===== src/core/pms_defs.svh =====
// Timing counts and field positions for the power mode sequencer.
// Assumes inclusion by bare name from both ends of the link.
`ifndef PMS_DEFS_SVH
`define PMS_DEFS_SVH
// Core-halt wake, wake source to first instruction, in clocks.
`define PMS_HALT_WAKE_MIN 4
`define PMS_HALT_WAKE_MAX 5
// Clocks from wake detect to resume for each exit path.
`define PMS_HALT_WAKE_CLKS 4
`define PMS_STOP_FAST_CLKS 16
`define PMS_STOP_SLOW_CLKS 64
// Fast-wake clock source select values.
`define PMS_FW_SRC_LFOSC 1'b0
`define PMS_FW_SRC_RTC 1'b1
// Retention wake source bit positions.
`define PMS_RW_LPTIMER 0
`define PMS_RW_RTC_ALARM 1
`define PMS_RW_RTC_OSCFAIL 2
`define PMS_RW_COMPARATOR_ZERO 3
`define PMS_RW_CAPCTR 4
`define PMS_RW_LCD_VBAT 5
`define PMS_RW_UART 6
`define PMS_RW_CP_FAIL 7
`define PMS_RW_PINWAKE 8
`define PMS_RW_COUNT 9
// Retention reset source bit positions.
`define PMS_RR_PIN 0
`define PMS_RR_VBAT_MON 1
`define PMS_RR_COMPARATOR_ZERO 2
`define PMS_RR_COMPARATOR_ONE 3
`define PMS_RR_CP_FAIL 4
`define PMS_RR_RTC_OSCFAIL 5
`define PMS_RR_PMU_WAKE 6
`define PMS_RR_COUNT 7
`endif


===== src/core/pms_pkg.sv =====
// Types shared by both ends of the power mode sequencer link.
// Assumes the defs header for counts and positions.
package pms_pkg;
  // Sequencer states, one-hot.
  typedef enum logic [5:0] {
    PMS_ST_RUN = 6'h01,
    PMS_ST_HALT = 6'h02,
    PMS_ST_STOP = 6'h04,
    PMS_ST_RET = 6'h08,
    PMS_ST_WAKE = 6'h10,
    PMS_ST_RST = 6'h20
  } pms_state_t;
  // Reported power mode, one-hot.
  typedef enum logic [7:0] {
    PMS_MODE_FLASH_RUN = 8'h01,
    PMS_MODE_FLASH_RUN_SLOW = 8'h02,
    PMS_MODE_RAM_RUN = 8'h04,
    PMS_MODE_RAM_RUN_SLOW = 8'h08,
    PMS_MODE_CORE_HALT = 8'h10,
    PMS_MODE_CORE_HALT_SLOW = 8'h20,
    PMS_MODE_CLOCK_STOP = 8'h40,
    PMS_MODE_RETENTION = 8'h80
  } pms_mode_t;
  // Core end states, one-hot.
  typedef enum logic [3:0] {
    PMS_CS_EXEC = 4'h1,
    PMS_CS_DRAIN = 4'h2,
    PMS_CS_SLEEP = 4'h4,
    PMS_CS_POWOFF = 4'h8
  } pms_core_state_t;
endpackage


===== src/core/pms_link_if.sv =====
// Link between the processor core end and the power mode sequencer.
// Assumes one shared clock; the testbench connects both modports.
`timescale 1ns/1ps
interface pms_link_if;
  // Core to sequencer.
  logic wait_req;
  logic deep_sleep_flag;
  logic wake_recognized;
  // Sequencer to core.
  logic core_clk_en;
  logic resume;
  logic core_reset;
  modport core_end (
    output wait_req,
    output deep_sleep_flag,
    output wake_recognized,
    input core_clk_en,
    input resume,
    input core_reset
  );
  modport seq_end (
    input wait_req,
    input deep_sleep_flag,
    input wake_recognized,
    output core_clk_en,
    output resume,
    output core_reset
  );
endinterface


===== src/core/pms_sequencer.sv =====
// Power mode sequencer: run, core-halt, clock-stop and retention modes.
// Assumes the core end on the link and power management inputs on one clock.
`timescale 1ns/1ps
`include "pms_defs.svh"
module pms_sequencer
  import pms_pkg::*;
#(
  parameter int STOP_WAKES = 8,
  parameter int RAM_BLOCKS = 4
)
(
  // Clock and reset.
  input wire logic clock,
  input wire logic reset,
  // Core link.
  pms_link_if.seq_end link,
  // Run configuration.
  input wire logic run_from_ram,
  input wire logic slow_clock_sel,
  input wire logic deep_mode_select,
  // Clock-stop configuration and sources.
  input wire logic fast_wake_en,
  input wire logic fast_wake_src,
  input wire logic [STOP_WAKES-1:0] stop_wake_mask,
  input wire logic [STOP_WAKES-1:0] stop_wake_src,
  // Retention configuration and sources.
  input wire logic charge_pump_sel,
  input wire logic [RAM_BLOCKS-1:0] ram_retain_sel,
  input wire logic [`PMS_RW_COUNT-1:0] ret_wake_mask,
  input wire logic [`PMS_RW_COUNT-1:0] ret_wake_src,
  input wire logic [`PMS_RR_COUNT-1:0] ret_reset_mask,
  input wire logic [`PMS_RR_COUNT-1:0] ret_reset_src,
  // Clock controls.
  output logic periph_clk_en,
  output logic clk_slow,
  output logic lf_osc_keep,
  output logic rtc_clk_keep,
  // Power controls.
  output logic core_pwr_en,
  output logic periph_pwr_en,
  output logic regulator_en,
  output logic charge_pump_en,
  output logic [RAM_BLOCKS-1:0] ram_pwr_en,
  output logic lp_domain_en,
  // Status.
  output pms_mode_t power_mode,
  output logic sys_reset_req
);

  localparam logic [7:0] HALT_LOAD = 8'(`PMS_HALT_WAKE_CLKS - 1);
  localparam logic [7:0] FAST_LOAD = 8'(`PMS_STOP_FAST_CLKS - 1);
  localparam logic [7:0] SLOW_LOAD = 8'(`PMS_STOP_SLOW_CLKS - 1);

  pms_state_t state_r;
  pms_state_t state_nxt;
  logic [7:0] cnt_r;
  logic [7:0] cnt_nxt;
  logic resume_r;
  logic rst_req_r;
  pms_mode_t mode_r;
  pms_mode_t mode_nxt;

  //////////////////////////////////////////////////////////////////////////////
  // Entry and exit decode.

  // Target of a wait instruction follows the deep flag and the select bit.
  wire go_halt = link.wait_req & ~link.deep_sleep_flag;
  wire go_stop = link.wait_req & link.deep_sleep_flag & ~deep_mode_select;
  wire go_ret = link.wait_req & link.deep_sleep_flag & deep_mode_select;
  // Core-halt wakes on any interrupt the core has recognized.
  wire halt_wake = link.wake_recognized;
  // Only enabled sources may end clock-stop.
  wire stop_wake = |(stop_wake_src & stop_wake_mask);
  wire ret_wake = |(ret_wake_src & ret_wake_mask);
  // A wake event in retention becomes a reset only if that path is allowed.
  wire ret_exit = (|(ret_reset_src & ret_reset_mask))
    | (ret_wake & ret_reset_mask[`PMS_RR_PMU_WAKE]);
  wire in_ret = state_r == PMS_ST_RET;
  wire in_stop = state_r == PMS_ST_STOP;
  wire fw_keep = in_stop & fast_wake_en;

  //////////////////////////////////////////////////////////////////////////////
  // State machine.

  // Wake counts load one short so the registered resume lands on the final clock.
  always_comb
  begin
    state_nxt = state_r;
    cnt_nxt = cnt_r;
    case (state_r)
      PMS_ST_RUN:
      begin
        if (go_halt)
          state_nxt = PMS_ST_HALT;
        else if (go_stop)
          state_nxt = PMS_ST_STOP;
        else if (go_ret)
          state_nxt = PMS_ST_RET;
      end
      PMS_ST_HALT:
      begin
        if (halt_wake)
        begin
          state_nxt = PMS_ST_WAKE;
          cnt_nxt = HALT_LOAD;
        end
      end
      PMS_ST_STOP:
      begin
        if (stop_wake)
        begin
          state_nxt = PMS_ST_WAKE;
          cnt_nxt = fast_wake_en ? FAST_LOAD : SLOW_LOAD;
        end
      end
      PMS_ST_RET:
      begin
        if (ret_exit)
          state_nxt = PMS_ST_RST;
      end
      PMS_ST_WAKE:
      begin
        cnt_nxt = cnt_r - 8'h01;
        if (cnt_r == 8'h01)
          state_nxt = PMS_ST_RUN;
      end
      PMS_ST_RST:
      begin
        state_nxt = PMS_ST_RUN;
      end
      default:
      begin
        state_nxt = PMS_ST_RUN;
        cnt_nxt = 8'h00;
      end
    endcase
  end

  // Reported mode follows the state and the run configuration.
  always_comb
  begin
    mode_nxt = PMS_MODE_FLASH_RUN;
    case (state_nxt)
      PMS_ST_HALT:
        mode_nxt = slow_clock_sel ? PMS_MODE_CORE_HALT_SLOW : PMS_MODE_CORE_HALT;
      PMS_ST_STOP:
        mode_nxt = PMS_MODE_CLOCK_STOP;
      PMS_ST_RET:
        mode_nxt = PMS_MODE_RETENTION;
      default:
      begin
        if (run_from_ram)
          mode_nxt = slow_clock_sel ? PMS_MODE_RAM_RUN_SLOW : PMS_MODE_RAM_RUN;
        else
          mode_nxt = slow_clock_sel ? PMS_MODE_FLASH_RUN_SLOW : PMS_MODE_FLASH_RUN;
      end
    endcase
  end

  // Sequencer registers.
  always_ff @(posedge clock)
  begin
    if (reset)
    begin
      state_r <= PMS_ST_RUN;
      cnt_r <= 8'h00;
      resume_r <= 1'b0;
      rst_req_r <= 1'b0;
      mode_r <= PMS_MODE_FLASH_RUN;
    end
    else
    begin
      state_r <= state_nxt;
      cnt_r <= cnt_nxt;
      resume_r <= (state_r == PMS_ST_WAKE) && (cnt_r == 8'h01);
      rst_req_r <= in_ret & ret_exit;
      mode_r <= mode_nxt;
    end
  end

  //////////////////////////////////////////////////////////////////////////////
  // Clock and power outputs.

  // The core clock runs only in run; halt and stop keep it off.
  assign link.core_clk_en = state_r == PMS_ST_RUN;
  assign link.resume = resume_r;
  assign link.core_reset = rst_req_r;
  // Peripherals restart during the wake count so they are ready at resume.
  assign periph_clk_en = (state_r == PMS_ST_RUN) | (state_r == PMS_ST_HALT)
    | (state_r == PMS_ST_WAKE);
  assign clk_slow = slow_clock_sel;
  // The oscillator and calendar clocks are left running outside clock-stop.
  assign lf_osc_keep = ~in_stop | (fw_keep & (fast_wake_src == `PMS_FW_SRC_LFOSC));
  assign rtc_clk_keep = ~in_stop | (fw_keep & (fast_wake_src == `PMS_FW_SRC_RTC));
  // Registers keep state by staying unreset; only supplies drop.
  assign core_pwr_en = ~in_ret;
  assign periph_pwr_en = ~in_ret;
  assign regulator_en = ~in_ret;
  assign charge_pump_en = in_ret & charge_pump_sel;
  assign ram_pwr_en = in_ret ? ram_retain_sel : {RAM_BLOCKS{1'b1}};
  // Timer, calendar, serial port, pin wake, counter and display stay supplied.
  assign lp_domain_en = 1'b1;
  assign power_mode = mode_r;
  assign sys_reset_req = rst_req_r;

endmodule


===== src/flat_wrapper.sv =====
// flat-port wrapper written by rule: the top's interface ports become plain ports
module pms_sequencer_flat import pms_pkg::*;
#(
  parameter int STOP_WAKES = 8,
  parameter int RAM_BLOCKS = 4
)
  (clock, reset, run_from_ram, slow_clock_sel, deep_mode_select, fast_wake_en, fast_wake_src, stop_wake_mask, stop_wake_src, charge_pump_sel, ram_retain_sel, ret_wake_mask, ret_wake_src, ret_reset_mask, ret_reset_src, periph_clk_en, clk_slow, lf_osc_keep, rtc_clk_keep, core_pwr_en, periph_pwr_en, regulator_en, charge_pump_en, ram_pwr_en, lp_domain_en, power_mode, sys_reset_req, link_wait_req, link_deep_sleep_flag, link_wake_recognized, link_core_clk_en, link_resume, link_core_reset);
  pms_link_if link_i ();
  input wire logic clock;
  input wire logic reset;
  input wire logic run_from_ram;
  input wire logic slow_clock_sel;
  input wire logic deep_mode_select;
  input wire logic fast_wake_en;
  input wire logic fast_wake_src;
  input wire logic [STOP_WAKES-1:0] stop_wake_mask;
  input wire logic [STOP_WAKES-1:0] stop_wake_src;
  input wire logic charge_pump_sel;
  input wire logic [RAM_BLOCKS-1:0] ram_retain_sel;
  input wire logic [`PMS_RW_COUNT-1:0] ret_wake_mask;
  input wire logic [`PMS_RW_COUNT-1:0] ret_wake_src;
  input wire logic [`PMS_RR_COUNT-1:0] ret_reset_mask;
  input wire logic [`PMS_RR_COUNT-1:0] ret_reset_src;
  output logic periph_clk_en;
  output logic clk_slow;
  output logic lf_osc_keep;
  output logic rtc_clk_keep;
  output logic core_pwr_en;
  output logic periph_pwr_en;
  output logic regulator_en;
  output logic charge_pump_en;
  output logic [RAM_BLOCKS-1:0] ram_pwr_en;
  output logic lp_domain_en;
  output pms_mode_t power_mode;
  output logic sys_reset_req;
  input wire logic [$bits(link_i.wait_req)-1:0] link_wait_req;
  input wire logic [$bits(link_i.deep_sleep_flag)-1:0] link_deep_sleep_flag;
  input wire logic [$bits(link_i.wake_recognized)-1:0] link_wake_recognized;
  output wire logic [$bits(link_i.core_clk_en)-1:0] link_core_clk_en;
  output wire logic [$bits(link_i.resume)-1:0] link_resume;
  output wire logic [$bits(link_i.core_reset)-1:0] link_core_reset;
  assign link_i.wait_req = link_wait_req;
  assign link_i.deep_sleep_flag = link_deep_sleep_flag;
  assign link_i.wake_recognized = link_wake_recognized;
  assign link_core_clk_en = link_i.core_clk_en;
  assign link_resume = link_i.resume;
  assign link_core_reset = link_i.core_reset;
  pms_sequencer #(.STOP_WAKES(STOP_WAKES), .RAM_BLOCKS(RAM_BLOCKS)) u_core (.clock(clock), .reset(reset), .link(link_i), .run_from_ram(run_from_ram), .slow_clock_sel(slow_clock_sel), .deep_mode_select(deep_mode_select), .fast_wake_en(fast_wake_en), .fast_wake_src(fast_wake_src), .stop_wake_mask(stop_wake_mask), .stop_wake_src(stop_wake_src), .charge_pump_sel(charge_pump_sel), .ram_retain_sel(ram_retain_sel), .ret_wake_mask(ret_wake_mask), .ret_wake_src(ret_wake_src), .ret_reset_mask(ret_reset_mask), .ret_reset_src(ret_reset_src), .periph_clk_en(periph_clk_en), .clk_slow(clk_slow), .lf_osc_keep(lf_osc_keep), .rtc_clk_keep(rtc_clk_keep), .core_pwr_en(core_pwr_en), .periph_pwr_en(periph_pwr_en), .regulator_en(regulator_en), .charge_pump_en(charge_pump_en), .ram_pwr_en(ram_pwr_en), .lp_domain_en(lp_domain_en), .power_mode(power_mode), .sys_reset_req(sys_reset_req));
endmodule

===== config.mk =====
export PLATFORM = sky130hd
export DESIGN_NAME = pms_sequencer_flat
export DESIGN_NICKNAME = d
export VERILOG_FILES = /design/src/core/pms_pkg.sv /design/src/core/pms_link_if.sv /design/src/core/pms_sequencer.sv /design/src/flat_wrapper.sv
export VERILOG_INCLUDE_DIRS = /design/src /design/src/core
export SDC_FILE = /design/constraint.sdc
export NUM_CORES = 1
export LEC_CHECK = 0
export ABC_AREA = 1
export BUFFER_PORTS_ARGS = -buffer_cell sky130_fd_sc_hd__buf_4
export CAP_MARGIN = 20
export CORE_AREA = 3 3 60 62
export CTS_CLUSTER_SIZE = 24
export DETAILED_ROUTE_END_ITERATION = 10
export DIE_AREA = 0 0 63 65
export HOLD_SLACK_MARGIN = 0.12
export PLACE_DENSITY = 0.94
export SLEW_MARGIN = 10
export SYNTH_ARGS = -nofsm -noshare
export SYNTH_HDL_FRONTEND = slang
export SYNTH_SLANG_ARGS = --single-unit

===== constraint.sdc =====
create_clock -name clock -period 2.6 [get_ports clock]
set_input_delay 0.13 -clock clock [delete_from_list [all_inputs] [get_ports clock]]
set_output_delay 0.13 -clock clock [all_outputs]
set_load 0.02 [all_outputs]

Word level (Yosys, flattened, before mapping). Index checks and enable logic that the tools add are counted. Widths: inputs -> output; s select.

Flip-flop bits (word level): 24. Input port bits: 63. Output and inout port bits: 25. Word-level logic and storage cells: 66.

Add/subtract/negate cells: 1. Equality and inequality tests: 12. Mux-type cells: 18. Bitwise gates (word level): 24. Reduce and logical (&&, ||, !) cells: 6.

Operators by type and width (number): $mux 6 (9); $pmux 8 s4 (1); $pmux 6 s5 (1); $mux 8 (3); $pmux 8 s3 (1); $eq 6x2->1 const B (2); $eq 6x3->1 const B (2); $eq 6x4->1 const B (2); $and 1x1->1 (10); $and 9x9->9 (1); $reduce_or 9->1 (1); $and 8x8->8 (1); $eq 8x1->1 const B (1); $mux 4 (2); $reduce_or 8->1 (1); $sub 8x1->8 const B (1); $and 7x7->7 (1); $reduce_or 7->1 (1); $eq 6x1->1 const B (1); $eq 6x5->1 const B (1); $eq 6x6->1 const B (1); $not 1->1 (6); $or 1x1->1 (5); $reduce_and 3->1 (1); 5 further kinds (5).

Depth between registers and ports, before layout. Gate-level depths: netlist of the first run.

Depth after elaboration: 8. Gate-level depth with buffers: 10.

Worst setup path after synthesis of the first run. No wires, ideal clock.

Path type: register to register. Start point: register u_core.state_r[2]. End point: register u_core.mode_r[0], in the netlist u_core.power_mode[0]. Library setup time: 0.125 ns. Data arrival time: 1.386 ns. Required time: 2.475 ns. Slack: 1.088 ns. Cell stages (with the launch flop): 7. Path buffers: 0. Period minus slack after synthesis: 1.512 ns. Cell sequence: dfxtp_1 > nor2_1 > nand2_1 > nor2_1 > nand4_1 > nand4_1 > o21ai_0.

RTL lines: start: declaration (line pms_sequencer.sv:54) `pms_state_t state_r;`; start signal: assignment (line pms_sequencer.sv:173) `state_r <= state_nxt;`; $eq 6x1->1 *; named net link_core_clk_en (line flat_wrapper.sv:39) `output wire logic [$bits(link_i.core_clk_en)-1:0] link_core_clk_en;`; $pmux 6 s5 * (line pms_sequencer.sv:90) `case (state_r)`; $eq 6x4->1, or another cell as far along (line pms_sequencer.sv:143) `case (state_nxt)`; $pmux 8 s3 * (line pms_sequencer.sv:143); end signal: assignment (line pms_sequencer.sv:177) `mode_r <= mode_nxt;`; end: declaration (line pms_sequencer.sv:60) `pms_mode_t mode_r;`.

Mark *: on every way through the listed nets, which the timed path passes. The rest lies on a longest branch. A chain may end at the register's enable or synchronous reset.

Final worst setup path of the first run.
Start point: register u_core.state_r[0]. End point: register u_core.mode_r[1], in the netlist u_core.power_mode[1].

Longest elaborated chain between the ends: 6.

Ends and longest elaborated chain: $mux 6 (line pms_sequencer.sv:97) `else if (go_ret)`; $mux 6 (line pms_sequencer.sv:95) `else if (go_stop)`; $mux 6 (line pms_sequencer.sv:93) `if (go_halt)`; $pmux 6 s5 * (line pms_sequencer.sv:90); $eq 6x4->1, or another cell as far along (line pms_sequencer.sv:143); $pmux 8 s3 * (line pms_sequencer.sv:143).

Mark *: on every way between the ends. The rest lies on a longest branch, timed or not.

==> run metrics, run 1 <==
crit path capture type register; Reg2Reg Launch Point u_core.state_r[0]$_SDFF_PP1_; fraction of layout cells with a size suffix above 1 between 30 and 40%; PwrDens between 500 and 600 nW/um^2; vias per cell about 4.7; GRT Overall Usage roughly 21%; fmax 492 MHz; Detail Placement HPWL between 3000 and 4000 um; Die W 63 um; global-route wire length before repair roughly 6800 um; leakage power ~0.0011 uW; Net Count, Synth 284; Peak VDD IR just under 0.3 mV; FF-to-FF setup slack approximately 570 ps; worst min-delay path startpoint deep_mode_select; setup repair bufs after CTS 0; vias in the first global route 1576; Worst EP required between 2000 and 3000 ps; post_cts resized 0; fin crit share slightly below 80%; synth cell count leaders 70 x nand2_1, 28 x nor2_1, 24 x dfxtp_1; DRT antenna net count 0; Logic pwr share approximately two fifths; Post-synth top flop dfxtp_1; DR pass1 iterations 4; Crit Path Max Fanout 12; Clk Latency, worst-skew pair 330 ps; # port buffers 86; switch share 34.2%; asr flop ratio synth 0%; Worst Path Class, Setup reg2reg; Rows 20; Worst EP arrival roughly 2300 ps; Chip Height ~65 um; vias about 1700; Reg2Reg Depth 7; share of the synthesized area in the top cell type around 34%; sequential share of power 37.6%; htree depth 1; RSZ-0062 raised after global routing no; CTS tree yes; post-synthesis compound-gate area fraction just under 8%; Yosys top cell by area dfxtp_1; Synth cell types 34; Final Hold Viols 0; maxcap violations 0; max-slew violation count 0; DRC Markers 0; dpl ws 1020 ps; P&R area growth vs syn 53.2%; number of enable flip-flop cells after synthesis 0; Synth Area in Adders under 10%; fin cells 352; Num Clock Sinks 24; Startpoint Class register; simple-gate share of the synthesized area 45.4%; Top Ports 88; wire per inst 11.6 um; Synth Instances 219; largest family of logic cells by synthesized area simple AND/OR/NAND/NOR gates; Syn Std Cell Area 1430 sq um; average size of a mapped cell about 6.5 sq um; hold buffers post-CTS 6; reg2reg end u_core.power_mode[1]$_SDFF_PP0_; CP max-delay cell dlygate4sd3_1; final worst slack 568 ps; hold depth 3; top-count cell post-synth nand2_1; Sw Pwr just under 400 uW; CTS Buf Count 3; crit path cell chain nor2_2 > nand4_2 > inv_1 > nand3_1 > nand4_1 > nor3_1 > dlygate4sd3_1; dpl cells about 340; P_int around 760 uW; clock slew at reported path FFs roughly 140 ps; clk buf depth 2; Syn. warnings 0; min Tclk post-route 2030 ps; post-synthesis sequential area ratio 33.6%; gr ovfl total 0; Worst Clk Skew just under 10 ps; routability cong. approximately 0.78; mux share of post-synthesis cell area 0%; final setup fails 0; Clk pwr share between 20% and 30%; worst-case hold path end point u_core.power_mode[7]$_SDFF_PP0_; Max stage delay on crit path between 500 and 600 ps; largest net degree at the start of global routing 15; Layout Nets approximately 370; CTS root buf clkbuf_4; run status completed; Synth Area in XOR/XNOR under 10%; TNS Setup 0 ps; CORE AREA 3080 sq um; Initial Util between 40% and 50%; synth top area cells dfxtp_1 34%, nand2_1 18%, nor2_1 7.3%, inv_1 5.8%, nand3_1 3.1%; initial antenna violation count 0; drt initial violations 66; layout filler cell count 250; # diodes 0; register bit total from synthesis 24; Die Footprint a little over 4000 sq um; hold crit path type in2reg; WL final a little over 4000 um
## cells in the final DEF, fill, tap and decap left out, drive strengths merged
cell type and n:
dlygate4sd3 6, nand2 72, a211oi 2, dfxtp 24, conb 1, o22ai 1, o211ai 1, clkbuf 3
inv 23, nand3 10, or2 6, buf 86, xor2 2, clkinv 1, nor4 1, nor3b 1
o21a 1, nand4 7, ha 2, a31oi 1, o21ai 5, a31o 1, nor2b 1, nor3 9
a21oi 7, nor2 33, bufinv 1
## stage by stage
stage | power, uW | hold slack, ps | utilization, % | cell area [sq um]
final | 1150 | 157 | 71.2 | 2190
after global routing | 1240 | 149 | 71.2 | 2190
after CTS | 1160 | 139 | 71.2 | 2190
after detailed placement | 874 | 311 | 67.5 | 2080
after global placement | 856 | 308 | 67.5 | 2080
after floorplan | 727 | 208 | - | 1430
## final cells by class
cell class	instances	area, sq um	area share, %
multi-input combinational	164	807	36.8
inverter	24	90.1	4.11
sequential	24	480	21.9
timing repair buffer	92	706	32.2
clock buffer	3	22.5	1.03
clock inverter	1	30.0	1.37
tap	44	55.1	2.51
## worst max-delay path by stage
stage	to	slack (ps)	start
2_1_floorplan	u_core.power_mode[0]$_SDFF_PP1_	1090	u_core.state_r[2]$_SDFF_PP0_
3_3_place_gp	u_core.cnt_r[0]$_SDFFE_PP0P_	1080	u_core.state_r[0]$_SDFF_PP1_
3_5_place_dp	u_core.cnt_r[1]$_SDFFE_PP0P_	1020	u_core.state_r[0]$_SDFF_PP1_
4_1_cts	u_core.power_mode[1]$_SDFF_PP0_	600	u_core.state_r[2]$_SDFF_PP0_
5_1_grt	u_core.power_mode[1]$_SDFF_PP0_	380	u_core.state_r[0]$_SDFF_PP1_
6_report	u_core.power_mode[1]$_SDFF_PP0_	570	u_core.state_r[0]$_SDFF_PP1_
## worst max-delay path, delay by kind of cell (launching register included)
family                 cells  cell delay, ps
DFF                        1             380
buffers and inverters      2             690
and+or+nand+nor            5             850
## power by group through the flow
| stage | sequential [uW] | clock (uW) | combinational, uW |
|---|---|---|---|
| after floorplan | 445 | 0 | 282 |
| after global routing | 439 | 302 | 502 |
| after detailed placement | 442 | 0 | 432 |
| final | 434 | 275 | 444 |
| after CTS | 433 | 281 | 442 |
| after global placement | 440 | 0 | 416 |
## state kept, by name, indices dropped and copies added, names as in the netlist
signal,flops
u_core.state_r,6
u_core.cnt_r,8
u_core.power_mode,8
u_core.link.resume,1
u_core.link.core_reset,1
## kinds of logic (layout without fill, tap and decap cells)
family / after synthesis / count (layout)
adders and majority gates: 2 / 2
other: 1 / 1
DFF: 24 / 24
buffers and inverters: 31 / 120
xor gates and xnor gates: 2 / 2
AOI/OAI and AO/OA: 19 / 19
and+or+nand+nor: 140 / 140
## metal layers
layer  wire length (um)  vias up  GRT usage [%]  share of wire [%]
li1                   -      871              -                  -
met1               1560      708           22.0                 38
met2               2110       69           38.3                 52
met3                313       10           4.68                7.7
met4                104        0           10.5                2.5
met5                  0        -              0                  0
Note: power is estimated with default switching activity, not from simulation.
==> run 2, diff against run 1 <==
--- a/config.mk
+++ b/config.mk
@@ -6,15 +6,15 @@
 export SDC_FILE = /design/constraint.sdc
 export NUM_CORES = 1
 export LEC_CHECK = 0
-export ABC_AREA = 1
+export ABC_AREA = 0
 export BUFFER_PORTS_ARGS = -buffer_cell sky130_fd_sc_hd__buf_4
 export CAP_MARGIN = 20
-export CORE_AREA = 3 3 60 62
+export CORE_AREA = 3 3 65 67
 export CTS_CLUSTER_SIZE = 24
 export DETAILED_ROUTE_END_ITERATION = 10
-export DIE_AREA = 0 0 63 65
+export DIE_AREA = 0 0 68 70
 export HOLD_SLACK_MARGIN = 0.12
-export PLACE_DENSITY = 0.94
+export PLACE_DENSITY = 0.85
 export SLEW_MARGIN = 10
 export SYNTH_ARGS = -nofsm -noshare
 export SYNTH_HDL_FRONTEND = slang
==> constraint.sdc (replaced) <==
create_clock -name clock -period 1.64 [get_ports clock]
set_input_delay 0.082 -clock clock [delete_from_list [all_inputs] [get_ports clock]]
set_output_delay 0.082 -clock clock [all_outputs]
set_load 0.02 [all_outputs]
==> run 2 against run 1 <==
- non-clock buffer count is 19 higher
- final cell count down 8.5%
- clock skew decreased by 8.6 ps
- largest power group is now registers
- total power grew 44%
- synthesized area fell by 2.5%
- the flow now finishes with violations (setup timing)
- wire length rose by 7.7%
- first-iteration DRC count grew 15%
- worst setup slack worse by 600 ps
- hold slack got worse by 14 ps
==> run metrics, run 2 <==
Detail Placement HPWL 3400 um (was 3320 um); gr busiest metal met2 (unchanged); design area 2410 sq um (was 2190 sq um); post-synthesis sequential area ratio 34.5% (was 33.6%); Crit Path Max Fanout 6 (was 12); P&R area growth vs syn 72.9% (was 53.2%); Rows 22 (was 20); Initial Util 37.8% (was 46.5%); WL final 4400 um (was 4080 um); vias per cell 5.27 (was 4.71); GRT Overall Usage 18.1% (was 20.7%); vias 1696 (was 1658); layout filler cell count 324 (was 250); routability cong. 0.914 (was 0.776); initial antenna violation count 0 (unchanged); register bit total from synthesis 24 (unchanged); violated checks setup timing; vias in the first global route 1682 (was 1576); crit path to ram_pwr_en[3] (was u_core.power_mode[1]$_SDFF_PP0_); CP max-delay cell dfxtp_4 (was dlygate4sd3_1); Top Ports 88 (unchanged); Startpoint Class register (unchanged); RSZ-0062 raised after global routing yes (was no); max-slew violation count 0 (unchanged); Synth Instances 171 (was 219); fmax 598 MHz; Max stage delay on crit path 370 ps (was 550 ps); Layout Nets 340 (was 374); TNS Setup -103 ps (was 0 ps); Net Count, Synth 236 (was 284); asr flop ratio synth 0% (unchanged); DRC Markers 0 (unchanged); crit path capture type output port (was register); most common library cell in the layout ignoring fill and taps buf_4 (unchanged); maxcap violations 0 (unchanged); Worst EP arrival 1590 ps (was 2250 ps); Worst Path Class, Setup reg2out (was reg2reg); final worst slack -32.3 ps (was 568 ps); Chip Height 70 um (was 65 um); Post-synth top flop dfxtp_1 (unchanged); wire per inst 13.7 um (was 11.6 um); final setup fails 5 (was 0); DR pass1 iterations 4 (unchanged); reg2reg end u_core.cnt_r[1]$_SDFFE_PP0P_ (was u_core.power_mode[1]$_SDFF_PP0_); worst min-delay path startpoint reset (was deep_mode_select); leakage power 0.00110 uW (was 0.00114 uW); fraction of layout cells with a size suffix above 1 48.9% (was 35.4%); Reg2Reg Launch Point u_core.state_r[0]$_SDFF_PP1_ (unchanged); CTS tree yes (unchanged); CTS root buf clkbuf_8 (was clkbuf_4); Syn. warnings 0 (unchanged); Die Footprint 4760 sq um (was 4100 sq um); htree depth 1 (unchanged); FF-to-FF setup slack 60 ps (was 570 ps); M2 GR Usage 32.2% (was 38.3%); overall power 1660 uW (was 1150 uW); PwrDens 687 nW/um^2 (was 526 nW/um^2); hold crit path type in2reg (unchanged); # port buffers 86 (unchanged); share of the synthesized area in the top cell type 34.5% (was 33.6%); drt initial violations 76 (was 66); Yosys top cell by area dfxtp_1 (unchanged); run status finished, violations left (was completed); number of enable flip-flop cells after synthesis 0 (unchanged); crit path cell chain nor4_4 > nand3b_1 > or2_1 > buf_6 (was nor2_2 > nand4_2 > inv_1 > nand3_1 > nand4_1 > nor3_1 > dlygate4sd3_1); CORE AREA 3690 sq um (was 3080 sq um); global-route wire length before repair 6870 um (was 6840 um); Clk Latency, worst-skew pair 270 ps (was 330 ps); synth cell count leaders 24 x dfxtp_1, 15 x nor2_1, 14 x a21oi_1 (was 70 x nand2_1, 28 x nor2_1, 24 x dfxtp_1); clk buf depth 2 (unchanged); most frequent cells in the layout 97 x buf_4, 18 x dfxtp_1, 14 x nor2_1, 14 x a21oi_1, 12 x a22oi_1 (was 86 x buf_4, 70 x nand2_1, 28 x nor2_1); CTS Buf Count 3 (unchanged); WHS 144 ps (was 157 ps); Synth cell types 46 (was 34); global routing usage on met3 5.79% (was 4.68%); Worst EP required 1560 ps (was 2820 ps); top-count cell post-synth dfxtp_1 (was nand2_1); Peak VDD IR 0.707 mV (was 0.294 mV); largest net degree at the start of global routing 21 (was 15); crit path from u_core.state_r[1]$_SDFF_PP0_ (was u_core.state_r[0]$_SDFF_PP1_); # diodes 0 (unchanged); synth top area cells dfxtp_1 34%, a22oi_1 6.5%, a21oi_1 5.0%, nor2_1 4.0%, nand4b_1 3.1% (was dfxtp_1 34%, nand2_1 18%, nor2_1 7.3%, inv_1 5.8%, nand3_1 3.1%); Die W 68 um (was 63 um); gr ovfl total 0 (unchanged); Syn Std Cell Area 1390 sq um (was 1430 sq um); average size of a mapped cell 8.15 sq um (was 6.53 sq um); Layout Utilization 65.3% (was 71.2%); Reg2Reg Depth 6 (was 7); met1 GRT Util 20.0% (was 22.0%); Final Hold Viols 0 (unchanged); fin crit share 102%; clock slew at reported path FFs 90 ps (was 140 ps); Worst Clk Skew 1.25 ps (was 9.86 ps); DP Area 2140 sq um (was 2080 sq um); Num Clock Sinks 24 (unchanged); min Tclk post-route approximately 1700 ps; DRT antenna net count 0 (unchanged)
-- run 2: per-stage QoR --
step           setup WS (ps)  std cells
5_1_grt                 -145        322
6_report               -32.3        322
3_3_place_gp           -9.97        308
3_5_place_dp            -115        308
2_1_floorplan           38.3        171
4_1_cts                -47.8        317
-- run 2: layer usage --
layer	routed length [um]	share of wire [%]	vias to the layer above
li1	-	-	844
met1	1580	36	771
met2	2400	55	73
met3	353	8.0	8
met4	59	1.3	0
met5	0	0	-
-- run 2: repair_timing --
action | in CTS | in global routing
endpoints found under the setup margin | 12 | 22
endpoints found under the hold margin | 9 | 0
pin swaps | 1 | 8
gates cloned | 0 | 1
hold buffers | 3 | 0
setup buffers | 2 | 4
gates resized for setup | 13 | 23
-- run 2: critical path, delay by kind of cell, from the launching register on --
family	cells	cell delay, ps
DFF	1	370
and+or+nand+nor	3	820
buffers and inverters	1	130
-- run 2: area by class of cell --
type,instances,area [sq um],share of cell area [%]
timing repair buffer,111,882,36.6
multi-input combinational,128,875,36.3
sequential,24,495,20.6
tap,48,60.1,2.49
clock buffer,3,41.3,1.71
clock inverter,1,30.0,1.25
inverter,7,26.3,1.09
-- run 2: logic make-up (layout without fill, tap and decap cells) --
| logic type | count (synthesis) | after routing | share of synthesized area, % |
|---|---|---|---|
| fa+ha+maj | 2 | 2 | 1.80 |
| buf+inv | 19 | 122 | 7.09 |
| other cells | 1 | 1 | 0.269 |
| flops | 24 | 24 | 34.5 |
| simple gates | 69 | 69 | 29.1 |
| compound gates | 54 | 54 | 26.0 |
| xor+xnor | 2 | 2 | 1.26 |
-- run 2: worst min-delay path by stage --
stage,to,slack [ps],depth (start not counted)
global route,u_core.state_r[3]$_SDFF_PP0_,150,2
finish,u_core.state_r[3]$_SDFF_PP0_,140,2
floorplan,u_core.power_mode[4]$_SDFF_PP0_,160,1
CTS,u_core.cnt_r[6]$_SDFFE_PP0P_,140,2
detailed placement,u_core.power_mode[4]$_SDFF_PP0_,300,2
global placement,u_core.power_mode[4]$_SDFF_PP0_,300,2
-- run 2: power by group --
part | leakage (uW) | switching (uW) | internal (uW) | total [uW]
Sequential | 0.000198 | 24.2 | 606 | 631
Combinational | 0.000868 | 227 | 274 | 501
Clock | 0.0000357 | 198 | 327 | 525
Total | 0.00110 | 449 | 1210 | 1660
==> run 3, diff against run 2 <==
--- a/config.mk
+++ b/config.mk
@@ -6,7 +6,7 @@
 export SDC_FILE = /design/constraint.sdc
 export NUM_CORES = 1
 export LEC_CHECK = 0
-export ABC_AREA = 0
+export ABC_AREA = 1
 export BUFFER_PORTS_ARGS = -buffer_cell sky130_fd_sc_hd__buf_4
 export CAP_MARGIN = 20
 export CORE_AREA = 3 3 65 67
@@ -14,7 +14,7 @@
 export DETAILED_ROUTE_END_ITERATION = 10
 export DIE_AREA = 0 0 68 70
 export HOLD_SLACK_MARGIN = 0.12
-export PLACE_DENSITY = 0.85
+export PLACE_DENSITY = 0.86
 export SLEW_MARGIN = 10
 export SYNTH_ARGS = -nofsm -noshare
 export SYNTH_HDL_FRONTEND = slang
==> run 3 against run 2 <==
- the run now ends clean
- total power rose by 8.3%
- sequential share of layout area rose by 1.3 points
- clock power fell by 24%
- via count fell by 3.1%
- final cell count rose by 10%
- critical path depth rose by 1
- sequential power rose by 9.5%
- design area fell by 8.4%
- critical endpoint is now ram_pwr_en[0]
==> run metrics, run 3 (synthesized netlist as in run 1, its figures left out) <==
dpl cells 347 (was 308); Chip Height 70 um (unchanged); DR pass1 iterations 4 (unchanged); Die W 68 um (unchanged); Rows 22 (unchanged); WL final 4090 um (was 4400 um); GRT Overall Usage 16.9% (was 18.1%); Startpoint Class register (unchanged); routability cong. 0.911 (was 0.914); DRT antenna net count 0 (unchanged); # port buffers 86 (unchanged); maxcap violations 0 (unchanged); clock slew at reported path FFs 90 ps (about the same); FF-to-FF setup slack 160 ps (was 60 ps); Reg2Reg Depth 8 (was 6); Layout Nets 373 (was 340); Worst Clk Skew 8.03 ps (was 1.25 ps); reg2reg end u_core.power_mode[0]$_SDFF_PP1_ (was u_core.cnt_r[1]$_SDFFE_PP0P_); max-slew violation count 0 (unchanged); setup repair bufs after CTS 0 (was 2); Worst Path Class, Setup reg2out (unchanged); Logic pwr share 39.3% (was 30.3%); fin cells 355 (was 322); P_int 1170 uW (was 1210 uW); worst-case hold path end point u_core.link.core_reset$_SDFF_PP0_ (was u_core.state_r[3]$_SDFF_PP0_); htree depth 1 (unchanged); Sw Pwr 622 uW (was 449 uW); P&R area growth vs syn 54.3% (was 72.9%); gr ovfl total 0 (unchanged); fin crit share 97.4% (was 102%); Reg2Reg Launch Point u_core.state_r[1]$_SDFF_PP0_ (was u_core.state_r[0]$_SDFF_PP1_); Clk Latency, worst-skew pair 270 ps (about the same); fmax 626 MHz (was 598 MHz); global-route wire length before repair 6360 um (was 6870 um); Worst EP arrival 1520 ps (was 1590 ps); hold depth 3 (was 2); initial antenna violation count 0 (unchanged); most frequent cells in the layout 86 x buf_4, 69 x nand2_1, 28 x nor2_1 (was 97 x buf_4, 18 x dfxtp_1, 14 x nor2_1, 14 x a21oi_1, 12 x a22oi_1); largest net degree at the start of global routing 14 (was 21); most common library cell in the layout ignoring fill and taps buf_4 (unchanged); # diodes 0 (unchanged); Detail Placement HPWL 3240 um (was 3400 um); leakage power 0.00114 uW (was 0.00110 uW); Die Footprint 4760 sq um (unchanged); Final Hold Viols 0 (unchanged); wire per inst 11.5 um (was 13.7 um); Crit Path Max Fanout 11 (was 6); sequential share of power 38.5% (was 38.1%); PwrDens 813 nW/um^2 (was 687 nW/um^2); min Tclk post-route 1600 ps (was 1670 ps); CTS root buf clkbuf_8 (unchanged); area of the multi-input gates 823 sq um (was 875 sq um); CORE AREA 3690 sq um (unchanged); Peak VDD IR 0.530 mV (was 0.707 mV); run status completed (was finished, violations left); switch share 34.7% (was 27.1%); CTS tree yes (unchanged); DRC Markers 0 (unchanged); clk buf depth 2 (unchanged); Layout Utilization 59.8% (was 65.3%); worst min-delay path startpoint ret_reset_mask[6] (was reset); Initial Util 38.8% (was 37.8%); RSZ-0062 raised after global routing yes (unchanged); Worst EP required 1560 ps (about the same); hold crit path type in2reg (unchanged); Num Clock Sinks 24 (unchanged); CTS Buf Count 3 (unchanged); drt initial violations 65 (was 76); Top Ports 88 (unchanged); Clk pwr share 22.2% (was 31.7%); fraction of layout cells with a size suffix above 1 36.8% (was 48.9%); final setup fails 0 (was 5); crit path capture type output port (unchanged); vias in the first global route 1519 (was 1682); vias 1643 (was 1696); vias per cell 4.63 (was 5.27); FF/Latch Area 482 sq um (was 495 sq um); layout filler cell count 356 (was 324)
## run 3: cell types whose count changed in the layout (fill, tap and decap cells not counted), sizes merged, moves of 3 or more
cell    delta
inv       +16
nand3b     -3
nand4b     -5
o21ai      -7
or3        -3
o21bai     -3
buf       -21
nor4       -6
nand3      +8
nand2     +63
nor2      +17
a22oi     -12
nand4      +4
a21oi      -7
## run 3: final cells by class
cell class,count,area share [%]
Clock buffer,4,2.49
Inverter,24,4.08
Sequential cell,24,21.8
Multi-Input combinational cell,164,37.3
Timing Repair Buffer,91,31.6
Tap cell,48,2.72
## run 3: power by group through the flow
| stage | Sequential (uW) | Combinational [uW] | Clock, uW |
|---|---|---|---|
| 4_1_cts | 685 | 695 | 408 |
| 5_1_grt | 699 | 804 | 433 |
| 2_1_floorplan | 705 | 447 | 0 |
| 3_5_place_dp | 699 | 682 | 0 |
| 3_3_place_gp | 697 | 662 | 0 |
| 6_report | 691 | 704 | 399 |
## run 3: worst max-delay path by stage
stage               cells past startpoint                    startpoint                              end  slack, ps
floorplan                               6  u_core.state_r[2]$_SDFF_PP0_  u_core.power_mode[0]$_SDFF_PP1_        130
global placement                        7  u_core.state_r[5]$_SDFF_PP0_     u_core.cnt_r[4]$_SDFFE_PP0P_        130
detailed placement                      7  u_core.state_r[5]$_SDFF_PP0_     u_core.cnt_r[4]$_SDFFE_PP0P_         90
CTS                                     5  u_core.state_r[5]$_SDFF_PP0_                    ram_pwr_en[0]         20
global route                            5  u_core.state_r[4]$_SDFF_PP0_                    ram_pwr_en[0]        -30
finish                                  5  u_core.state_r[4]$_SDFF_PP0_                    ram_pwr_en[0]         40
## run 3: routing by layer
metal	wire [um]	track usage, %
met1	1630	20.4
met2	2120	30.2
met3	284	1.61
met4	55	5.96
met5	0	0
## run 3: critical path: stages (launching register included)
cell and delay, ps:
dfxtp_1 340, nor2_4 170, nand4_2 130, buf_6 170, or2_2 280, buf_4 160
## run 3: what timing repair did
action,4_1_cts,5_1_grt
gates resized for setup,0,6
hold endpoints to repair,17,0
endpoints found under the setup margin,0,10
hold buffers,4,0
## run 3: through the flow
step	hold slack (ps)	setup TNS [ps]	power, uW	area, sq um	worst slack (ps)
CTS	123	0	1790	2190	17.7
floorplan	160	0	1150	1430	128
global route	143	-67.6	1940	2210	-31.3
global placement	261	0	1360	2090	131
finish	126	0	1790	2210	42.9
detailed placement	261	0	1380	2090	94.0
